<file path="src/urr_pkg.sv">
// Purpose: constants for the ultrasonic range readout host
// Assumes: mclk at 250 MHz
// Notes:   times in their own unit, cycle counts derived
package urr_pkg;
  localparam int unsigned CLK_MHZ         = 250;
  localparam int unsigned TRIG_US         = 10;
  localparam int unsigned TRIG_CYC        = TRIG_US * CLK_MHZ;
  // round trip for the farthest range plus margin, in microseconds
  localparam int unsigned ECHO_TMO_US     = 38000;
  localparam int unsigned ECHO_TMO_CYC    = ECHO_TMO_US * CLK_MHZ;
  localparam int unsigned SOUND_M_PER_S   = 340;
  localparam int unsigned CNT_W           = 24;
  localparam int unsigned DIST_W          = 16;
  // distance in mm = cycles * 340 / 2 / 250000 = cycles * 17 / 25000
  localparam int unsigned DIST_NUM        = SOUND_M_PER_S / 2 / 10;
  localparam int unsigned DIST_DEN        = CLK_MHZ * 100;
  typedef enum logic [4:0] {
    URR_IDLE  = 5'h01,
    URR_TRIG  = 5'h02,
    URR_WRISE = 5'h04,
    URR_WFALL = 5'h08,
    URR_CALC  = 5'h10
  } urr_state_t;
endpackage

</file>
<file path="src/urr_host.sv">
// Purpose: host that triggers an ultrasonic ranger and times its echo
// Assumes: echo pin asynchronous to mclk; one measurement at a time
// Notes:   distance reported in millimetres
// Behaviour
// trigger low, echo treated idle low at start
// trigger high at least 10 us
// sensor bursts eight 40 kHz cycles itself
// start counting at echo rising edge
// read count at echo falling edge
// echo high time proportional to distance
// distance is time times 340 over two
// timeout abandons measurement, no result
`timescale 1ns/10ps
module urr_host #(
  parameter int unsigned TRIG_CYCLES = urr_pkg::TRIG_CYC,
  parameter int unsigned TMO_CYCLES  = urr_pkg::ECHO_TMO_CYC
) (
  input  wire logic                      mclk,
  input  wire logic                      rst_n,
  input  wire logic                      startReq,
  output logic                           busy,
  output logic                           trigOut,
  input  wire logic                      echoIn,
  output logic                           resultValid,
  output logic                           resultTimeout,
  output logic [urr_pkg::CNT_W-1:0]      echoCycles,
  output logic [urr_pkg::DIST_W-1:0]     distanceMm
);
  urr_pkg::urr_state_t             state_reg, state_next;
  logic [urr_pkg::CNT_W-1:0]       cnt_reg, cnt_next;
  logic [urr_pkg::CNT_W-1:0]       cap_reg, cap_next;
  logic [urr_pkg::DIST_W-1:0]      dist_reg, dist_next;
  logic                            trig_reg, trig_next;
  logic                            valid_reg, valid_next;
  logic                            tmo_reg, tmo_next;
  logic                            echoMeta_reg, echoSync_reg, echoPrev_reg;
  logic                            echoRise, echoFall;
  logic [urr_pkg::CNT_W+7:0]       product;
  logic [urr_pkg::CNT_W-1:0]       trigLen_reg, trigLen_next;

  // two-stage synchroniser, then edge detect on the second stage
  always_ff @(posedge mclk) begin
    if (!rst_n) begin
      echoMeta_reg <= 1'b0;
      echoSync_reg <= 1'b0;
      echoPrev_reg <= 1'b0;
    end else begin
      echoMeta_reg <= echoIn;
      echoSync_reg <= echoMeta_reg;
      echoPrev_reg <= echoSync_reg;
    end
  end
  assign echoRise = echoSync_reg & ~echoPrev_reg;
  assign echoFall = ~echoSync_reg & echoPrev_reg;

  assign product = (urr_pkg::CNT_W+8)'(cap_reg) * (urr_pkg::CNT_W+8)'(urr_pkg::DIST_NUM);

  // counter has reached the last cycle of a window of len cycles
  function automatic logic atLimit(input logic [urr_pkg::CNT_W-1:0] cnt,
                                   input int unsigned                len);
    return cnt >= urr_pkg::CNT_W'(len - 1);
  endfunction

  // assertion helper: cycles the trigger has stood high so far
  always_comb begin
    trigLen_next = '0;
    if (trig_reg) begin
      trigLen_next = trigLen_reg + 1'b1;
    end
  end

  always_ff @(posedge mclk) begin
    if (!rst_n) begin
      trigLen_reg <= '0;
    end else begin
      trigLen_reg <= trigLen_next;
    end
  end

  always_comb begin
    state_next = state_reg;
    cnt_next   = cnt_reg;
    cap_next   = cap_reg;
    dist_next  = dist_reg;
    trig_next  = 1'b0;
    valid_next = 1'b0;
    tmo_next   = 1'b0;
    case (state_reg)
      urr_pkg::URR_IDLE: begin
        cnt_next = '0;
        // wait for echo idle low before starting
        if (startReq && !echoSync_reg) begin
          state_next = urr_pkg::URR_TRIG;
          trig_next  = 1'b1;
        end
      end
      urr_pkg::URR_TRIG: begin
        trig_next = 1'b1;
        cnt_next  = cnt_reg + 1'b1;
        if (atLimit(cnt_reg, TRIG_CYCLES)) begin
          trig_next  = 1'b0;
          cnt_next   = '0;
          state_next = urr_pkg::URR_WRISE;
        end
      end
      urr_pkg::URR_WRISE: begin
        cnt_next = cnt_reg + 1'b1;
        if (echoRise) begin
          cnt_next   = '0;
          state_next = urr_pkg::URR_WFALL;
        end else if (atLimit(cnt_reg, TMO_CYCLES)) begin
          tmo_next   = 1'b1;
          state_next = urr_pkg::URR_IDLE;
        end
      end
      urr_pkg::URR_WFALL: begin
        cnt_next = cnt_reg + 1'b1;
        if (echoFall) begin
          cap_next   = cnt_reg;
          state_next = urr_pkg::URR_CALC;
        end else if (atLimit(cnt_reg, TMO_CYCLES)) begin
          tmo_next   = 1'b1;
          state_next = urr_pkg::URR_IDLE;
        end
      end
      urr_pkg::URR_CALC: begin
        dist_next  = urr_pkg::DIST_W'(product / urr_pkg::DIST_DEN);
        valid_next = 1'b1;
        state_next = urr_pkg::URR_IDLE;
      end
      default: state_next = urr_pkg::URR_IDLE;
    endcase
  end

  always_ff @(posedge mclk) begin
    if (!rst_n) begin
      state_reg <= urr_pkg::URR_IDLE;
      cnt_reg   <= '0;
      cap_reg   <= '0;
      dist_reg  <= '0;
      trig_reg  <= 1'b0;
      valid_reg <= 1'b0;
      tmo_reg   <= 1'b0;
    end else begin
      state_reg <= state_next;
      cnt_reg   <= cnt_next;
      cap_reg   <= cap_next;
      dist_reg  <= dist_next;
      trig_reg  <= trig_next;
      valid_reg <= valid_next;
      tmo_reg   <= tmo_next;
    end
  end

  assign busy          = (state_reg != urr_pkg::URR_IDLE);
  assign trigOut       = trig_reg;
  assign resultValid   = valid_reg;
  assign resultTimeout = tmo_reg;
  assign echoCycles    = cap_reg;
  assign distanceMm    = dist_reg;

  chk_trig_low_idle: assert property (@(posedge mclk) disable iff (!rst_n)
    (state_reg == urr_pkg::URR_IDLE) |-> !trigOut)
    else $error("trigger high while idle");

  chk_start_taken: assert property (@(posedge mclk) disable iff (!rst_n)
    (state_reg == urr_pkg::URR_IDLE && startReq && !echoSync_reg)
      |=> (state_reg == urr_pkg::URR_TRIG && trigOut))
    else $error("request not taken while idle");

  chk_echo_refused: assert property (@(posedge mclk) disable iff (!rst_n)
    (state_reg == urr_pkg::URR_IDLE && echoSync_reg) |=> !busy)
    else $error("measurement started with echo high");

  chk_trig_min_width: assert property (@(posedge mclk) disable iff (!rst_n)
    $rose(trigOut) |-> trigOut [*8])
    else $error("trigger pulse too short");

  chk_trig_exact_width: assert property (@(posedge mclk) disable iff (!rst_n)
    $fell(trigOut) |-> trigLen_reg == urr_pkg::CNT_W'(TRIG_CYCLES))
    else $error("trigger pulse width wrong");

  chk_trig_ends_wait: assert property (@(posedge mclk) disable iff (!rst_n)
    $fell(trigOut) |-> state_reg == urr_pkg::URR_WRISE)
    else $error("trigger did not lead to echo wait");

  chk_rise_starts: assert property (@(posedge mclk) disable iff (!rst_n)
    (state_reg == urr_pkg::URR_WRISE && echoRise) |=> (state_reg == urr_pkg::URR_WFALL
      && cnt_reg == '0))
    else $error("count not started at rising edge");

  chk_count_runs: assert property (@(posedge mclk) disable iff (!rst_n)
    (state_reg == urr_pkg::URR_WFALL && !echoFall
      && cnt_reg < urr_pkg::CNT_W'(TMO_CYCLES - 1)) |=> cnt_reg == $past(cnt_reg) + 1'b1)
    else $error("echo high time not counted");

  chk_fall_capture: assert property (@(posedge mclk) disable iff (!rst_n)
    (state_reg == urr_pkg::URR_WFALL && echoFall) |=> (cap_reg == $past(cnt_reg)
      && state_reg == urr_pkg::URR_CALC))
    else $error("falling edge count not captured");

  chk_capture_stable: assert property (@(posedge mclk) disable iff (!rst_n)
    !(state_reg == urr_pkg::URR_WFALL && echoFall) |=> $stable(cap_reg))
    else $error("captured count changed without falling edge");

  chk_calc_after_fall: assert property (@(posedge mclk) disable iff (!rst_n)
    (state_reg == urr_pkg::URR_CALC) |-> $past(state_reg) == urr_pkg::URR_WFALL)
    else $error("calculation without capture");

  chk_result_follows: assert property (@(posedge mclk) disable iff (!rst_n)
    (state_reg == urr_pkg::URR_CALC) |=> resultValid && !busy)
    else $error("result not issued after capture");

  chk_wait_bounded: assert property (@(posedge mclk) disable iff (!rst_n)
    (state_reg == urr_pkg::URR_WRISE || state_reg == urr_pkg::URR_WFALL)
      |-> cnt_reg < urr_pkg::CNT_W'(TMO_CYCLES))
    else $error("echo wait ran past its timeout");

  chk_timeout_fires: assert property (@(posedge mclk) disable iff (!rst_n)
    (((state_reg == urr_pkg::URR_WRISE && !echoRise)
      || (state_reg == urr_pkg::URR_WFALL && !echoFall))
      && cnt_reg == urr_pkg::CNT_W'(TMO_CYCLES - 1)) |=> resultTimeout && !busy)
    else $error("timeout not reported");

  chk_timeout_idle: assert property (@(posedge mclk) disable iff (!rst_n)
    resultTimeout |-> (state_reg == urr_pkg::URR_IDLE && !resultValid))
    else $error("timeout with result or not idle");

  chk_no_both: assert property (@(posedge mclk) disable iff (!rst_n)
    resultValid |-> !resultTimeout && $past(state_reg) == urr_pkg::URR_CALC)
    else $error("result without calculation");
endmodule // urr_host

</file>
<file path="config.mk">
export PLATFORM = sky130hd
export DESIGN_NAME = urr_host
export DESIGN_NICKNAME = d
export VERILOG_FILES = /design/src/urr_pkg.sv /design/src/urr_host.sv
export SDC_FILE = /design/constraint.sdc
export NUM_CORES = 1
export LEC_CHECK = 0
export ABC_AREA = 0
export BUFFER_PORTS_ARGS = -buffer_cell sky130_fd_sc_hd__buf_2
export CORE_MARGIN = 1
export CORE_UTILIZATION = 47
export CTS_CLUSTER_DIAMETER = 30
export CTS_CLUSTER_SIZE = 30
export DETAILED_ROUTE_END_ITERATION = 8
export PLACE_DENSITY = 0.64
export SLEW_MARGIN = 0
export SYNTH_ARGS = -nofsm -noshare
export SYNTH_HDL_FRONTEND = slang
export SYNTH_SLANG_ARGS = --single-unit
</file>
<file path="constraint.sdc">
create_clock -name mclk -period 23.6 [get_ports mclk]
set_input_delay 3.54 -clock mclk [delete_from_list [all_inputs] [get_ports mclk]]
set_output_delay 3.54 -clock mclk [all_outputs]
set_load 0.03 [all_outputs]
</file>
# After elaboration in Yosys (flattened, before gate mapping)
# Index checks and enable logic that the tools add are counted.
# totals
register_bits	75
in_bits	4
output_inout_bits	44
elab_cells	49
# classes
addsub	1
multipliers	1
n_div	1
order_cmp	2
n_eq_ne	8
mux	17
bitwise_logic	4
reduce_logical	5
# ops
operator	n
$pmux 24 s4	1
$mux 24	2
$div 29x15->32 const B	1
$mul 24x5->29 const B	1
$mux 5	5
$add 24x1->24 const B	1
$ge 24x12->1 const B	1
$ge 24x24->1 const B	1
$pmux 5 s4	1
$mux 1	6
$eq 5x1->1 const B	1
$eq 5x2->1 const B	1
$eq 5x3->1 const B	1
$eq 5x4->1 const B	1
$eq 5x5->1 const B	1
$ne 5x1->1 const B	1
$ne 2x2->1 const B	2
$pmux 1 s2	2
$reduce_and 2->1	2
$reduce_bool 4->1	1
$and 1x1->1	2
$not 1->1	2
$logic_and 1x1->1	1
$logic_not 1->1	1

# Longest topological paths before layout
# depth
depth_word	4
depth_mapped	64
ltp_nobuf	50

# Worst setup path after synthesis
# OpenSTA, ideal clock, no wires.
# synth_path
path_type	reg-to-reg
from	register cap_reg, in the netlist echoCycles[5]
to	register dist_reg, in the netlist distanceMm[0]
setup_time_ns	0.139
arrival_ns	14.741
required_ns	23.461
path_slack_ns	8.720
path_stages_with_launch	57
n_path_buf	6
synth_period_minus_slack_ns	14.880
path_cell_list	dfxtp_1 ha_1 ha_1 fa_1 a21o_1 a221o_1 a21o_1 o21a_1 o311a_1 or4_1 buf_2 or4_4 a221oi_4 nand4_1 buf_4 a21oi_2 mux2i_1 buf_2 [21 not listed] a2bb2o_1 or2_4 o21ai_4 mux2_4 or3_1 buf_2 a31oi_1 mux2i_1 nand4_1 a31oi_4 o21ai_1 and3_1 o311ai_2 a31oi_2 a2111oi_0 o21ba_1 a211oi_2 a221oi_1
# synth_via
elab_chain_cells	2
# synth_rtl
element	line_no	source
from (decl)	urr_host.sv:31	logic [urr_pkg::CNT_W-1:0] cap_reg, cap_next;
from (signal assigned)	urr_host.sv:147	cap_reg <= cap_next;
$mul 24x5->29	urr_host.sv:56	assign product = (urr_pkg::CNT_W+8)'(cap_reg) * (urr_pkg::CNT_W+8)'(urr_pkg::DIST_NUM);
$div 29x15->32	urr_host.sv:127	dist_next = urr_pkg::DIST_W'(product / urr_pkg::DIST_DEN);
to (signal assigned)	urr_host.sv:148	dist_reg <= dist_next;
to (decl)	urr_host.sv:32	logic [urr_pkg::DIST_W-1:0] dist_reg, dist_next;
# Every way passes these cells.
# A chain may end at the register's enable or synchronous reset.

# Worst setup path after layout
# layout_path
from	register cap_reg, in the netlist echoCycles[1]
to	register dist_reg, in the netlist distanceMm[0]
# The elaborated chain is that of the path after synthesis.

==> flow_summary.ini <==
[timing]
fmax_mhz = 53.1
fin_skew_ns = 0.0110
maxSlewHeadroom_pct = 18.4
min_period_ns = 18.84
post-route-period-util_pct = 79.8
worst_pin_slew_ns = 1.22
hold_viol_final = 0
timing_max_transition_violations_final = 0
fin_hold_ws_ns = 0.448
setup-tns-final_ns = 0
setup_viol = 0
grt_setup_unrepaired = false

[die]
initial_core_util_pct = 47.8
ios = 48
core_um2 = 25100
die-height_um = 162
rows = 58
dieArea_um2 = 26200
die_w_um = 162

[synth]
seq_area_frac_synth_pct = 12.3
ys_types = 127
synth_area_um2 = 12000
synth_compound_area_share_pct = 38.2
synth_nets = 1743
synth_mux_area_share_pct = 5.12
ys_warn_count = 0
ys_ff_latch = 74
synthSimpleGateAreaFrac_pct = 28.6
syn_inst = 1697
synth_edf_count = 0
synth_top_area_cell = dfxtp_1
postSynth.asyncResetShare_pct = 0
synth_top_cell_area_share_pct = 12.3
synth_flop_cell = dfxtp_1
synth_top_family_by_area = compound AO/OA/AOI/OAI gates
syn_avg_cell_area_um2 = 7.07
synthAdderAreaFrac_pct = 4.86
yosys-top-cells-area = dfxtp_1, a21oi_1, nor2_1
yosys.area_share.xor_xnor_pct = 7.18

[critical_path]
crit_path_max_fanout = 16
cp.arrival_ns = 19.05
cp-startpoint = echoCycles[1]
r2r_cells = 49
critPathRequiredTime_ns = 23.81
r2r-end = distanceMm[0]
r2r_slack_ns = 4.76
rr_startpoint = echoCycles[1]
slowest_delay_ns = 0.97
cp-start-kind = flop
crit_slowest_cell = xnor2_1
setup.worst_path.class = flop to flop
cp-end-kind = flop

[drt]
dr.pass1.iters = 6
vias = 13100
drtAntennaViolNets = 0
wl_um = 35900
drt_iter0_markers = 1235
drc = 0
routed_via_density = 6.53
wire_per_inst_um = 17.9

[grt]
grt_max_degree = 39
grtUsageTotal_pct = 26.7
grt_pass1_wl_um = 58800
gr-total-overflow = 0
grt_pass1_vias = 11700
antenna_found_initial = 0

[placed_design]
post_dp_cell_area_um2 = 12300
numPortBuffers = 46
dp_hpwl_um = 27400
place_congestion = 0.923

[layout]
drive_gt1_share_pct = 10.8
n_antenna_cell = 0
fillers = 2570
synthToLayoutAreaGrowth_pct = 5.41
nets = 1723
post-route-cell-area_um2 = 12700

[min_path]
whs_path_depth = 1
min_to = echoSync_reg
hp-start = echoMeta_reg
hold_path.class = flop to flop

[power]
powerDensity_nw_per_um2 = 22.7
ir_worst_vdd_v = 0.0000311
p_leak_nw = 4.57

[status]
status = finished, final reports clean

[clock_tree]
cts_tree = built
ctsHoldBuffers = 0
clock-root-buffer = clkbuf_16
path_clk_slew_ns = 0.07
numCtsBuffers = 9
h-tree-depth = 3
cts-resized-gates = 0
post-cts-setup-buffer-count = 0
clock_path_buffers = 2
clk_latency_ns = 0.36
numClockSinks = 74

[run]
max_cap_viol_count = 0
where the power goes:
group	internal, mW	switching [mW]	leakage, nW
Sequential	0.126	0.000707	0.597
Combinational	0.00318	0.0101	3.82
Clock	0.0842	0.0639	0.146
Total	0.213	0.0746	4.57
cell type report:
type / instances / area (um2) / share of cell area (%)
repair buffers: 57 / 313 / 2.47
inverters: 13 / 48.8 / 0.386
flip-flops and latches: 74 / 1480 / 11.7
well taps: 330 / 413 / 3.26
clock inverters: 7 / 85.1 / 0.672
clock buffers: 9 / 225 / 1.78
multi-input cells: 1522 / 10100 / 79.7
logic make-up (layout without fill, tap and decap cells):
family,count (synthesis),after routing
AND/OR/NAND/NOR,698,698
AO/OA/AOI/OAI,627,627
buffers and inverters,101,86
XOR/XNOR,95,95
flip-flops,74,74
multiplexers,54,54
adder cells (fa/ha/maj),47,47
other,1,1
worst max-delay path, delay by kind of cell (launching register included):
family	cells	cell delay [ns]
xor+xnor	2	1.69
simple gates	12	5.05
mux	4	1.98
flops	1	0.34
fa+ha+maj	3	0.97
compound gates	28	8.66
through the flow:
| stage | power, mW | setup slack, ns | cells | util [%] |
|---|---|---|---|---|
| CTS | 0.290 | 4.99 | 2012 | 50.4 |
| global placement | 0.142 | 5.73 | 1996 | 49.2 |
| finish | 0.288 | 4.76 | 2012 | 50.4 |
| floorplan | 0.139 | 8.72 | 1697 | - |
| global route | 0.297 | 3.30 | 2012 | 50.4 |
| detailed placement | 0.142 | 5.03 | 1996 | 49.2 |
synthesized netlist by cell type (30+ instances only):
cell and n:
clkbuf_1 58, a31oi_1 30, xnor2_1 68, nor3_1 50, mux2i_1 32, o211ai_1 31, and3_1 31, o21ai_0 85
a21oi_1 154, nand2_1 195, a211oi_1 31, nor2_1 201, ha_1 41, dfxtp_1 74, nand3_1 46
worst max-delay path by stage:
stage                     to  slack, ns  cells after the start
3_3_place_gp   distanceMm[0]       5.73                     49
2_1_floorplan  distanceMm[0]       8.72                     56
5_1_grt        distanceMm[0]       3.30                     49
4_1_cts        distanceMm[0]       4.99                     49
3_5_place_dp   distanceMm[0]       5.03                     49
6_report       distanceMm[0]       4.76                     49
placed cells by master (no fill, tap or decap), types with 20 or more instances in the layout:
| cell | n |
|---|---|
| nor2_1 | 201 |
| o21ai_0 | 85 |
| and3_1 | 31 |
| nand3_1 | 46 |
| mux2i_1 | 32 |
| buf_2 | 46 |
| xnor2_1 | 68 |
| xor2_1 | 23 |
| a211oi_1 | 31 |
| and2_1 | 29 |
| nor3_1 | 50 |
| nand2_1 | 195 |
| a21oi_1 | 154 |
| o211ai_1 | 31 |
| a311oi_1 | 21 |
| nand4_1 | 23 |
| o31ai_1 | 20 |
| a21o_1 | 24 |
| ha_1 | 41 |
| o21ai_1 | 24 |
| a31oi_1 | 30 |
| dfxtp_1 | 74 |
routing by layer:
| layer | GRT usage [%] | vias to the layer above | wire length [um] |
|---|---|---|---|
| met5 | 0 | - | 0 |
| met4 | 8.83 | 0 | 1010 |
| met3 | 3.29 | 68 | 1880 |
| met2 | 42.4 | 426 | 16200 |
| met1 | 37.0 | 6172 | 16900 |
| li1 | - | 6466 | - |
Note: power is estimated with default switching activity, not from simulation.
